===== src/common/adc_cfg_pkg.sv =====
// Package: register map, field layout, reset values and timing of the ADC configuration bank
package adc_cfg_pkg;
  // Register addresses as sent in the address byte
  localparam logic [7:0] ADDR_OUTPUT_EDGE_POSITION = 8'h62;
  localparam logic [7:0] ADDR_POWER_SPEED_FORMAT = 8'h63;
  localparam logic [7:0] ADDR_PATTERN_CONTROL = 8'h65;
  localparam logic [7:0] ADDR_GAIN_SETTING = 8'h68;
  localparam logic [7:0] ADDR_USER_WORD_LOW = 8'h69;
  localparam logic [7:0] ADDR_USER_WORD_HIGH = 8'h6a;
  localparam logic [7:0] ADDR_CLOCK_BUFFER_AMP = 8'h6b;
  localparam logic [7:0] ADDR_INTERFACE_SOFT_INIT = 8'h6c;
  localparam logic [7:0] ADDR_POWER_TRIM_VBASIS = 8'h6d;
  localparam logic [7:0] ADDR_TERMINATION_DRIVE = 8'h7e;
  localparam logic [7:0] ADDR_DRIVE_BOOST = 8'h7f;
  localparam int NUM_REGS = 11;
  // Storage index of each register
  localparam int IDX_EDGE = 0;
  localparam int IDX_PSF = 1;
  localparam int IDX_PAT = 2;
  localparam int IDX_GAIN = 3;
  localparam int IDX_UWL = 4;
  localparam int IDX_UWH = 5;
  localparam int IDX_CBA = 6;
  localparam int IDX_IFSI = 7;
  localparam int IDX_PTV = 8;
  localparam int IDX_TERM = 9;
  localparam int IDX_BOOST = 10;
  localparam logic [NUM_REGS-1:0][7:0] REG_ADDR = {
    ADDR_DRIVE_BOOST, ADDR_TERMINATION_DRIVE, ADDR_POWER_TRIM_VBASIS,
    ADDR_INTERFACE_SOFT_INIT, ADDR_CLOCK_BUFFER_AMP, ADDR_USER_WORD_HIGH,
    ADDR_USER_WORD_LOW, ADDR_GAIN_SETTING, ADDR_PATTERN_CONTROL,
    ADDR_POWER_SPEED_FORMAT, ADDR_OUTPUT_EDGE_POSITION};
  // Default value of every register after either reset
  localparam logic [NUM_REGS-1:0][7:0] REG_RESET = '0;
  // Field positions (lsb and width)
  localparam int DATA_POS_LSB = 5;
  localparam int DATA_POS_W = 2;
  localparam int CLKOUT_POS_LSB = 0;
  localparam int CLKOUT_POS_W = 5;
  localparam int STANDBY_BIT = 7;
  localparam int LOW_SPEED_BIT = 4;
  localparam int NUM_FORMAT_BIT = 3;
  localparam int PATTERN_LSB = 5;
  localparam int PATTERN_W = 3;
  localparam int GAIN_LSB = 0;
  localparam int GAIN_W = 4;
  localparam int USER_HIGH_W = 6;
  localparam int IFACE_SEL_LSB = 3;
  localparam int IFACE_SEL_W = 2;
  localparam int SOFT_INIT_BIT = 1;
  localparam int SCALING_LSB = 5;
  localparam int SCALING_W = 3;
  localparam int VREF_SEL_BIT = 4;
  localparam int DATA_TERM_LSB = 5;
  localparam int DATA_TERM_W = 3;
  localparam int CLK_TERM_LSB = 2;
  localparam int CLK_TERM_W = 3;
  localparam int LVDS_CURR_LSB = 0;
  localparam int LVDS_CURR_W = 2;
  localparam int DRIVE_X2_LSB = 6;
  localparam int DRIVE_X2_W = 2;
  // Serial word layout
  localparam int WORD_BITS = 16;
  localparam logic [3:0] LAST_BIT_COUNT = 4'hf;
  // Timing
  localparam int CLK_PERIOD_NS = 100;
  localparam int T_RESET_PULSE_NS = 10;
  localparam int RESET_PULSE_CYC_RAW = (T_RESET_PULSE_NS + CLK_PERIOD_NS - 1) / CLK_PERIOD_NS;
  localparam int RESET_PULSE_CYC = (RESET_PULSE_CYC_RAW < 1) ? 1 : RESET_PULSE_CYC_RAW;
endpackage


===== src/logic/adc_serial_config_regs.sv =====
// ADC configuration register bank with three-wire serial write port and reset handling
// Summary of operation
// [RL1] Host resets every register to default after power-up before relying on them.
// [RL2] A high pulse on the reset pin returns all registers to defaults.
// [RL3] Writing one to bit 1 of 0x6C reinitialises all registers; bit reads zero.
// [RL4] Host keeps the reset pin low when using the software reset.
// [RL5] Host waits 25 ns after reset release before asserting select.
// [RL6] Host waits 5 ms after supplies rise before pulsing reset.
// [RL7] Host ties reset pin high when parallel pins configure the device.
// [RL8] Register 0x62 holds output data position and output clock position fields.
// [RL9] Register 0x6C holds the LVDS or CMOS output interface select field.
// [RL10] Register 0x6D holds power scaling and internal or external reference select.
// [RL11] Register 0x7E holds data termination, clock termination and LVDS drive current.
// [RL12] Bits shift only while select is low, sampled on serial clock falling edges.
// [RL13] Every 16th falling edge loads a word; trailing partial words are dropped.
// [RL14] Word carries eight address bits first, then eight data bits.
// [RL15] Host writes zero to every unused bit.
// [RL16] Writes to undefined addresses change no register.
// [RL17] A write updates all fields of its register at the completing edge.
module adc_serial_config_regs (
  input wire logic clk_sys,
  input wire logic reset_n,
  input wire logic reset_pin,
  input wire logic serial_select_n,
  input wire logic serial_clk,
  input wire logic serial_in_line,
  output logic [1:0] data_position,
  output logic [4:0] clkout_position,
  output logic global_standby,
  output logic low_speed_en,
  output logic output_number_format,
  output logic [2:0] test_pattern_sel,
  output logic [3:0] gain_code,
  output logic [13:0] user_pattern,
  output logic [7:0] input_clock_buffer_amp,
  output logic [1:0] output_interface_sel,
  output logic [2:0] power_scaling,
  output logic ext_vref_sel,
  output logic [2:0] data_termination,
  output logic [2:0] clkout_termination,
  output logic [1:0] lvds_current,
  output logic [1:0] drive_strength_x2,
  output logic word_loaded
);
  typedef struct packed {
    logic [15:0] shift;
    logic [3:0] count;
    logic [adc_cfg_pkg::NUM_REGS-1:0][7:0] regs;
    logic load;
  } bank_state_t;

  bank_state_t st_r;
  bank_state_t st_nxt;
  logic [2:0] pin_in;
  logic [2:0] pin_lvl;
  logic [2:0] pin_fell;
  logic [2:0] pin_init;
  logic hw_reset_lvl;
  logic select_active;
  logic sclk_fall;
  logic data_bit;
  logic [15:0] word;
  logic word_done;
  logic addr_hit;
  logic [3:0] addr_idx;
  logic soft_init;

  // Pin order: reset, select, serial clock; the data line has its own sync below
  assign pin_in = {serial_clk, serial_select_n, reset_pin};
  // Select and serial clock idle high, so no false edge or select follows reset
  assign pin_init = 3'b110;

  // Every asynchronous pin passes the same three-stage filter
  genvar gi;
  generate
    for (gi = 0; gi < 3; gi++)
    begin : g_sync
      pin_sync3 u_sync (
        .clk_sys(clk_sys),
        .reset_n(reset_n),
        .async_in(pin_in[gi]),
        .init_level(pin_init[gi]),
        .level(pin_lvl[gi]),
        .fell(pin_fell[gi])
      );
    end
  endgenerate

  // Data line gets its own filter so its delay matches the clock path
  pin_sync3 u_data_sync (
    .clk_sys(clk_sys),
    .reset_n(reset_n),
    .async_in(serial_in_line),
    .init_level(1'b0),
    .level(data_bit),
    .fell()
  );

  assign hw_reset_lvl = pin_lvl[0];
  assign select_active = ~pin_lvl[1];
  assign sclk_fall = pin_fell[2];

  // Word as it stands once the current bit is appended, address byte first
  assign word = {st_r.shift[14:0], data_bit}; // [RL14]
  assign word_done = select_active && sclk_fall && (st_r.count == adc_cfg_pkg::LAST_BIT_COUNT);

  // Address decode against the defined register set
  always_comb
  begin
    addr_hit = 1'b0;
    addr_idx = 4'h0;
    for (int i = 0; i < adc_cfg_pkg::NUM_REGS; i++)
    begin
      if (word[15:8] == adc_cfg_pkg::REG_ADDR[i])
      begin
        addr_hit = 1'b1;
        addr_idx = 4'(i);
      end
    end
  end

  assign soft_init = addr_hit && (addr_idx == 4'(adc_cfg_pkg::IDX_IFSI)) &&
                     word[adc_cfg_pkg::SOFT_INIT_BIT];

  // Shift, count and register update; hardware reset level dominates everything
  always_comb
  begin
    st_nxt = st_r;
    st_nxt.load = 1'b0;
    if (hw_reset_lvl)
    begin
      st_nxt.regs = adc_cfg_pkg::REG_RESET; // [RL2]
      st_nxt.count = 4'h0;
      st_nxt.shift = 16'h0000;
    end
    else if (!select_active)
    begin
      // A partial word is dropped when select goes high
      st_nxt.count = 4'h0; // [RL12] [RL13]
    end
    else if (sclk_fall)
    begin
      st_nxt.shift = word; // [RL12]
      st_nxt.count = st_r.count + 4'h1;
      if (word_done)
      begin
        st_nxt.load = 1'b1; // [RL13]
        if (soft_init)
          st_nxt.regs = adc_cfg_pkg::REG_RESET; // [RL3]
        else if (addr_hit)
          st_nxt.regs[addr_idx] = word[7:0]; // [RL17]
        // Unknown address: registers left untouched [RL16]
      end
    end
  end

  // Single state register; asynchronous reset loads defaults only
  always_ff @(posedge clk_sys or negedge reset_n)
  begin
    if (!reset_n)
    begin
      st_r.shift <= 16'h0000;
      st_r.count <= 4'h0;
      st_r.regs <= adc_cfg_pkg::REG_RESET;
      st_r.load <= 1'b0;
    end
    else
      st_r <= st_nxt;
  end

  // Field outputs are slices of the register flops
  assign data_position = st_r.regs[adc_cfg_pkg::IDX_EDGE][adc_cfg_pkg::DATA_POS_LSB +:
                         adc_cfg_pkg::DATA_POS_W]; // [RL8]
  assign clkout_position = st_r.regs[adc_cfg_pkg::IDX_EDGE][adc_cfg_pkg::CLKOUT_POS_LSB +:
                           adc_cfg_pkg::CLKOUT_POS_W]; // [RL8]
  assign global_standby = st_r.regs[adc_cfg_pkg::IDX_PSF][adc_cfg_pkg::STANDBY_BIT];
  assign low_speed_en = st_r.regs[adc_cfg_pkg::IDX_PSF][adc_cfg_pkg::LOW_SPEED_BIT];
  assign output_number_format = st_r.regs[adc_cfg_pkg::IDX_PSF][adc_cfg_pkg::NUM_FORMAT_BIT];
  assign test_pattern_sel = st_r.regs[adc_cfg_pkg::IDX_PAT][adc_cfg_pkg::PATTERN_LSB +:
                            adc_cfg_pkg::PATTERN_W];
  assign gain_code = st_r.regs[adc_cfg_pkg::IDX_GAIN][adc_cfg_pkg::GAIN_LSB +:
                     adc_cfg_pkg::GAIN_W];
  assign user_pattern = {st_r.regs[adc_cfg_pkg::IDX_UWH][adc_cfg_pkg::USER_HIGH_W-1:0],
                         st_r.regs[adc_cfg_pkg::IDX_UWL]};
  assign input_clock_buffer_amp = st_r.regs[adc_cfg_pkg::IDX_CBA];
  assign output_interface_sel = st_r.regs[adc_cfg_pkg::IDX_IFSI][adc_cfg_pkg::IFACE_SEL_LSB +:
                                adc_cfg_pkg::IFACE_SEL_W]; // [RL9]
  assign power_scaling = st_r.regs[adc_cfg_pkg::IDX_PTV][adc_cfg_pkg::SCALING_LSB +:
                         adc_cfg_pkg::SCALING_W]; // [RL10]
  assign ext_vref_sel = st_r.regs[adc_cfg_pkg::IDX_PTV][adc_cfg_pkg::VREF_SEL_BIT]; // [RL10]
  assign data_termination = st_r.regs[adc_cfg_pkg::IDX_TERM][adc_cfg_pkg::DATA_TERM_LSB +:
                            adc_cfg_pkg::DATA_TERM_W]; // [RL11]
  assign clkout_termination = st_r.regs[adc_cfg_pkg::IDX_TERM][adc_cfg_pkg::CLK_TERM_LSB +:
                              adc_cfg_pkg::CLK_TERM_W]; // [RL11]
  assign lvds_current = st_r.regs[adc_cfg_pkg::IDX_TERM][adc_cfg_pkg::LVDS_CURR_LSB +:
                        adc_cfg_pkg::LVDS_CURR_W]; // [RL11]
  assign drive_strength_x2 = st_r.regs[adc_cfg_pkg::IDX_BOOST][adc_cfg_pkg::DRIVE_X2_LSB +:
                             adc_cfg_pkg::DRIVE_X2_W];
  assign word_loaded = st_r.load;
endmodule


===== src/logic/pin_sync3.sv =====
// Three-stage pin synchroniser with agreement filter and falling-edge pulse
module pin_sync3 (
  input wire logic clk_sys,
  input wire logic reset_n,
  input wire logic async_in,
  input wire logic init_level,
  output logic level,
  output logic fell
);
  typedef struct packed {
    logic s1;
    logic s2;
    logic s3;
    logic lvl;
    logic fell;
  } sync_state_t;

  sync_state_t st_r;
  sync_state_t st_nxt;

  // Stages hold the pin relative to its idle level, so an all-zero reset means idle
  // Stage one feeds stage two only; the filter looks at stages two and three
  always_comb
  begin
    st_nxt = st_r;
    st_nxt.s1 = async_in ^ init_level;
    st_nxt.s2 = st_r.s1;
    st_nxt.s3 = st_r.s2;
    st_nxt.fell = 1'b0;
    if (st_r.s2 == st_r.s3)
    begin
      st_nxt.lvl = st_r.s3;
      // Edge is judged on the true pin level, not the stored one
      st_nxt.fell = (st_r.lvl ^ init_level) & ~(st_r.s3 ^ init_level);
    end
  end

  // Reset loads constants only; the stored zero stands for the idle level of the pin
  always_ff @(posedge clk_sys or negedge reset_n)
  begin
    if (!reset_n)
      st_r <= '0;
    else
      st_r <= st_nxt;
  end

  assign level = st_r.lvl ^ init_level;
  assign fell = st_r.fell;
endmodule


===== config.mk =====
export PLATFORM = sky130hd
export DESIGN_NAME = adc_serial_config_regs
export DESIGN_NICKNAME = d
export VERILOG_FILES = /design/src/common/adc_cfg_pkg.sv /design/src/logic/adc_serial_config_regs.sv /design/src/logic/pin_sync3.sv
export SDC_FILE = /design/constraint.sdc
export NUM_CORES = 1
export LEC_CHECK = 0
export ABC_AREA = 1
export BUFFER_PORTS_ARGS = -buffer_cell sky130_fd_sc_hd__buf_2
export CAP_MARGIN = 20
export CORE_MARGIN = 2
export CORE_UTILIZATION = 44
export DETAILED_ROUTE_END_ITERATION = 10
export GPL_ROUTABILITY_DRIVEN = 0
export PLACE_DENSITY = 0.75
export SLEW_MARGIN = 10
export SYNTH_ARGS = -nofsm -noshare
export SYNTH_HDL_FRONTEND = slang
export SYNTH_SLANG_ARGS = --single-unit

===== constraint.sdc =====
create_clock -name clk_sys -period 2.2 [get_ports clk_sys]
set_input_delay 0.44 -clock clk_sys [delete_from_list [all_inputs] [get_ports clk_sys]]
set_output_delay 0.44 -clock clk_sys [all_outputs]
set_load 0.05 [all_outputs]

* Word-level counts from Yosys, hierarchy flattened *
Index checks and enable logic that the tools add are counted.
Widths: inputs -> output; s select.

storage, ports and cells
  bits in registers = 125
  latch bits = 0
  bits in writable memories = 0
  ROM bits = 0
  input port bits = 6
  word-level logic and storage cells = 101
  memories kept = 0

cells by class
  add/subtract/negate cells = 1
  $mul = 0
  divide/modulo/power cells = 0
  order comparisons = 2
  eq/ne operators = 18
  shift operators = 0
  mux-type cells = 34
  bitwise logic cells = 4
  reductions and logical operators = 11

operators by type and width
  kind                 number
  $mux 89              2
  $mux 88              2
  $mux 108             1
  $mux 107             1
  $bwmux 88            1
  $eq 8x7->1 const B   11
  $mux 4               10
  $demux 8 s4          1
  $mux 15              1
  $mux 1               14
  $mux 8               1
  $reduce_bool 2->1    3
  $logic_and 1x1->1    5
  $lt 4x5->1 const B   1
  $add 4x1->4 const B  1
  $eq 1x1->1           4
  $eq 4x3->1 const B   1
  $eq 4x4->1 const B   1
  $ge 4x1->1 const B   1
  $reduce_and 4->1     1
  $ne 3x2->1 const B   1
  $not 1->1            3
  $reduce_bool 3->1    1
  $reduce_and 2->1     1
  $and 1x1->1          1

* Depth between registers and ports, before layout *
  depth after elaboration = 22
  gate-level depth with buffers = 14
  depth with buffers taken out = 12

* By module *
Synthesis repeated with hierarchy kept, for this count alone.

second synthesis, totals
  cells, all modules = 540
  area, all modules = 4699.5 um^2

by module, submodules not included
  module                  times used  cells an instance  area each (um^2)  sequential area each (um^2)
  adc_serial_config_regs  1           468                3958.8            1876.8
  pin_sync3               4           18                 185.2             125.1

* Worst setup path after synthesis *
OpenSTA, ideal clock, no wires.

  kind = reg-to-reg
  from = register st_r[89] (netlist name)
  to = register st_r (netlist bit user_pattern[3])
  library setup time = 0.066 ns
  arrival time = 1.612 ns
  required time = 2.134 ns
  setup slack = 0.522 ns
  stages on the path, launching flop included = 10
  path buffers = 0
  cells stage by stage = dfrtp_1 -> ha_1 -> nand3_1 -> nor2_4 -> nand2_2 -> nor2_4 -> inv_4 -> nand3_2 -> nand3_2 -> nand2_1

between the ends
  cells in the longest elaborated chain, start to end = 4

RTL lines
  what                         RTL line                       source
  start, declared              adc_serial_config_regs.sv:52   bank_state_t st_r;
  start signal, assigned       adc_serial_config_regs.sv:168  st_r <= st_nxt;
  $eq 4x4->1                   adc_serial_config_regs.sv:105  assign word_done = select_active && sclk_fall && (st_r.count == adc_cfg_pkg::LAST_BIT_COUNT);
  $logic_and 1x1->1            adc_serial_config_regs.sv:105
  $reduce_bool 2->1 (no line)  -
  $reduce_and 4->1 (no line)   -

Every way passes these cells.
A chain may end at the register's enable or synchronous reset.

* Final worst setup path *
  from = register st_r[104] (netlist name)
  to = register st_r (netlist bit user_pattern[10])

between the ends
  cells in the longest elaborated chain, start to end = 22
  elaborated cells between the ends (all ways) = 49

RTL lines
  what                                                                   RTL line                       source
  $eq 8x7->1                                                             adc_serial_config_regs.sv:114  if (word[15:8] == adc_cfg_pkg::REG_ADDR[i])
  $mux 1                                                                 adc_serial_config_regs.sv:114
  $mux 4 (9 in series)                                                   adc_serial_config_regs.sv:114
  $lt 4x5->1 (not written as such) / $ge 4x1->1 (equally long branches)  adc_serial_config_regs.sv:151  st_nxt.regs[addr_idx] = word[7:0];
  $logic_and 1x1->1 (not written as such)                                adc_serial_config_regs.sv:151
  $mux 8 (not written as such)                                           adc_serial_config_regs.sv:151
  $demux 8 s4                                                            adc_serial_config_regs.sv:151
  $bwmux 88                                                              adc_serial_config_regs.sv:151
  $mux 88                                                                adc_serial_config_regs.sv:150  else if (addr_hit)
  $mux 88                                                                adc_serial_config_regs.sv:148  if (soft_init)
  $mux 89                                                                adc_serial_config_regs.sv:145  if (word_done)
  $mux 108                                                               adc_serial_config_regs.sv:141  else if (sclk_fall)
  $mux 89                                                                adc_serial_config_regs.sv:136  else if (!select_active)
  $mux 107                                                               adc_serial_config_regs.sv:130  if (hw_reset_lvl)

Several ways; a longest one is shown, not always the timed one. The select of a mux whose other input is x is not followed.

==> impl_metrics.env <==
export IMPL_finalClockSkew_ns=0.01234
export IMPL_cp_data_arrival_time_ns=2.25
export IMPL_relSlewSlack_pct=62.80
export IMPL_ios=62
export IMPL_wl_um=9214
export IMPL_die_w_um=103.7
export IMPL_hold_class="input port to register"
export IMPL_finalSetupViolations=0
export IMPL_drv_slew=0
export IMPL_synth_top_area_share_pct=52.69
export IMPL_seq_area_sq_mm=0.002302
export IMPL_grt_first_pass_wirelength_um=15590
export IMPL_synthFlopType="dfrtp_1"
export IMPL_port_buffers=61
export IMPL_nFillCells=923
export IMPL_num_rows=36
export IMPL_power_density_mw_per_mm2=632.0
export IMPL_num_antenna_cells=0
export IMPL_wl_per_cell_um=14.40
export IMPL_max_freq_mhz=502.0
export IMPL_synth_most_common_cell="nand2_1"
export IMPL_synthToLayoutAreaGrowth_pct=5.985
export IMPL_cts_resized=0
export IMPL_cts_buffers=9
export IMPL_multi_input_area_sq_mm=0.001494
export IMPL_drtPass1Iterations=5
export IMPL_grt_setup_unrepaired="no"
export IMPL_grt_antenna_before_repair=0
export IMPL_netlist_area_sq_mm=0.004369
export IMPL_required_ns=2.46
export IMPL_seq_area_frac_synth_pct=52.69
export IMPL_grt_max_degree=40
export IMPL_critPathMaxFanout=13
export IMPL_startpoint="st_r[104]"
export IMPL_final_period_utilization_pct=90.55
export IMPL_cts_tree="yes"
export IMPL_p_total_w=0.002927
export IMPL_reg2reg_setup_slack_ns=0.21
export IMPL_synth_top_cells_by_count="143 x nand2_1, 92 x dfrtp_1, 51 x buf_4, 34 x nand3_1, 25 x nor2_1"
export IMPL_drive_gt1_share_pct=24.46
export IMPL_vias=3249
export IMPL_clk_pin_slew_ns=0.09
export IMPL_synth_warning_count=0
export IMPL_grt_use_total_pct=18.08
export IMPL_async_flop_share_pct=100.0
export IMPL_synth_seq_cells=92
export IMPL_cts_buffer_depth=2
export IMPL_cts_htree_levels=3
export IMPL_critPathLaunchType="register"
export IMPL_vdd_drop_max_mv=0.2541
export IMPL_rr_endpoint="user_pattern[10]"
export IMPL_postRouteAntennaNets=0
export IMPL_die_height_um=103.7
export IMPL_synth_edf_count=0
export IMPL_synth_nets=491
export IMPL_cts_sinks=92
export IMPL_tns_ns=0
export IMPL_period_needed_ns=1.992
export IMPL_syn_avg_cell_area_sq_um=9.027
export IMPL_r2r_start="st_r[104]"
export IMPL_via_per_inst=5.077
export IMPL_r2r_worst_path_cells=12
export IMPL_drc=0
export IMPL_synth_top_cells_by_area="dfrtp_1 53%, nand2_1 12%, buf_4 8.8%"
export IMPL_cp_endpoint="user_pattern[10]"
export IMPL_yosysTopAreaCell="dfrtp_1"
export IMPL_ys_types=32
export IMPL_clockRootBuffer="clkbuf_8"
export IMPL_dieArea_sq_mm=0.01074
export IMPL_maxCapViolCount=0
export IMPL_synth_cells=484
export IMPL_fin_nets=509
export IMPL_power_leakage_nw=2.487
export IMPL_crit_type="register to register"
export IMPL_status="finished, final reports clean"
export IMPL_gr_total_overflow=0
export IMPL_hold_viol_final=0
export IMPL_clkLatencyLatePin_ns=0.37
export IMPL_grt_pass1_vias=3159
export IMPL_cp_end_kind="register"
export IMPL_coreArea_sq_mm=0.009684
export IMPL_first_iter_violations=260
export IMPL_worstMarginPinSlew_ns=0.5537
export IMPL_hpwl_um=6584
export IMPL_initial_core_util_pct=45.12
per-layer routing:
metal / up-vias / part of all wire, % / track usage [%]
li1: 1555 / - / -
met1: 1558 / 45 / 23.96
met2: 109 / 47 / 27.77
met3: 27 / 5.1 / 4.657
met4: 0 / 3.2 / 8.784
met5: - / 0 / 0
kinds of logic (layout without fill, tap and decap cells):
| logic type | Yosys count | count (layout) | share of synthesized area (%) |
|---|---|---|---|
| compound gates | 38 | 38 | 5.641 |
| fa+ha+maj | 5 | 5 | 1.203 |
| buf+inv | 96 | 119 | 13.12 |
| simple gates | 253 | 253 | 27.35 |
| flops | 92 | 92 | 52.69 |
worst max-delay path: stages (launching register included):
cell and delay, ns:
dfrtp_1 0.40, inv_2 0.08, nand2_2 0.06, nor2_4 0.21, nand2_1 0.19, nand3_1 0.17
nor2_2 0.06, nand2_1 0.07, nand2_2 0.07, nand2_4 0.26, o21ai_2 0.18, nand2_1 0.09
nand2_1 0.05
power by group:
part | leakage (nW) | switching [W] | total [W] | internal [W]
logic | 1.15 | 0.000131 | 0.000177 | 0.0000451
registers | 1.25 | 0.0000291 | 0.00175 | 0.00172
clock network | 0.0844 | 0.000562 | 0.00100 | 0.000441
flip-flops by register name, indices dropped and copies added, names as in the netlist, 3 cells and up:
signal / count
test_pattern_sel: 3
input_clock_buffer_amp: 8
data_termination: 3
g_sync.u_sync.st_nxt: 6
user_pattern: 14
clkout_position: 5
gain_code: 4
power_scaling: 3
st_r: 19
clkout_termination: 3
g_sync.u_sync.st_r: 6
cells in the final DEF, fill, tap and decap left out, types with 3 or more instances in the layout:
cell        n
clkbuf_1    4
nor2_4      3
o21ai_0     4
nand3_2     9
o21ai_1    11
o21ai_2     4
a21oi_1     4
nand2_2    11
clkbuf_8   10
buf_2      60
inv_1      24
nand2_1   143
o22ai_1    11
maj3_1      4
buf_4       5
dfrtp_1    92
nand4_1    19
nand3_1    34
nor2_1     25
inv_2      10
layout make-up:
type | count | share of cell area (%)
clock buffers | 14 | 3.296
clock inverters | 2 | 0.2162
inverters | 36 | 2.972
multi-input cells | 296 | 32.26
flip-flops and latches | 92 | 49.72
well taps | 133 | 3.594
repair buffers | 67 | 7.944
metrics by stage:
step	hold slack, ns	cells	utilization (%)	setup slack, ns	cell area (sq um)
after detailed placement	0.3347	623	46.03	0.2876	4458
after floorplan	0.1444	484	-	0.5220	4369
after CTS	0.1679	640	47.82	0.2473	4631
final	0.1829	640	47.82	0.2079	4631
after global routing	0.1614	640	47.82	0.09223	4631
after global placement	0.3347	623	46.03	0.3357	4458
worst min path at each step:
| stage | to | slack [ns] | cells after the start | start |
|---|---|---|---|---|
| global route | g_sync[0].u_sync.st_nxt[3] | 0.16 | 1 | reset_pin |
| finish | g_sync[0].u_sync.st_nxt[3] | 0.18 | 1 | reset_pin |
| detailed placement | g_sync[1].u_sync.st_nxt[2] | 0.33 | 0 | g_sync[1].u_sync.st_nxt[3] |
| global placement | g_sync[2].u_sync.st_nxt[2] | 0.33 | 0 | g_sync[2].u_sync.st_nxt[3] |
| CTS | g_sync[0].u_sync.st_nxt[3] | 0.17 | 1 | reset_pin |
| floorplan | clkout_position[0] | 0.14 | 0 | reset_n |
repair_timing:
action | 4_1_cts | 5_1_grt
buffers inserted | 0 | 0
endpoints found under the hold margin | 27 | 0
setup endpoints to repair | 0 | 0
hold buffers | 1 | 0
Note: power is estimated with default switching activity, not from simulation.
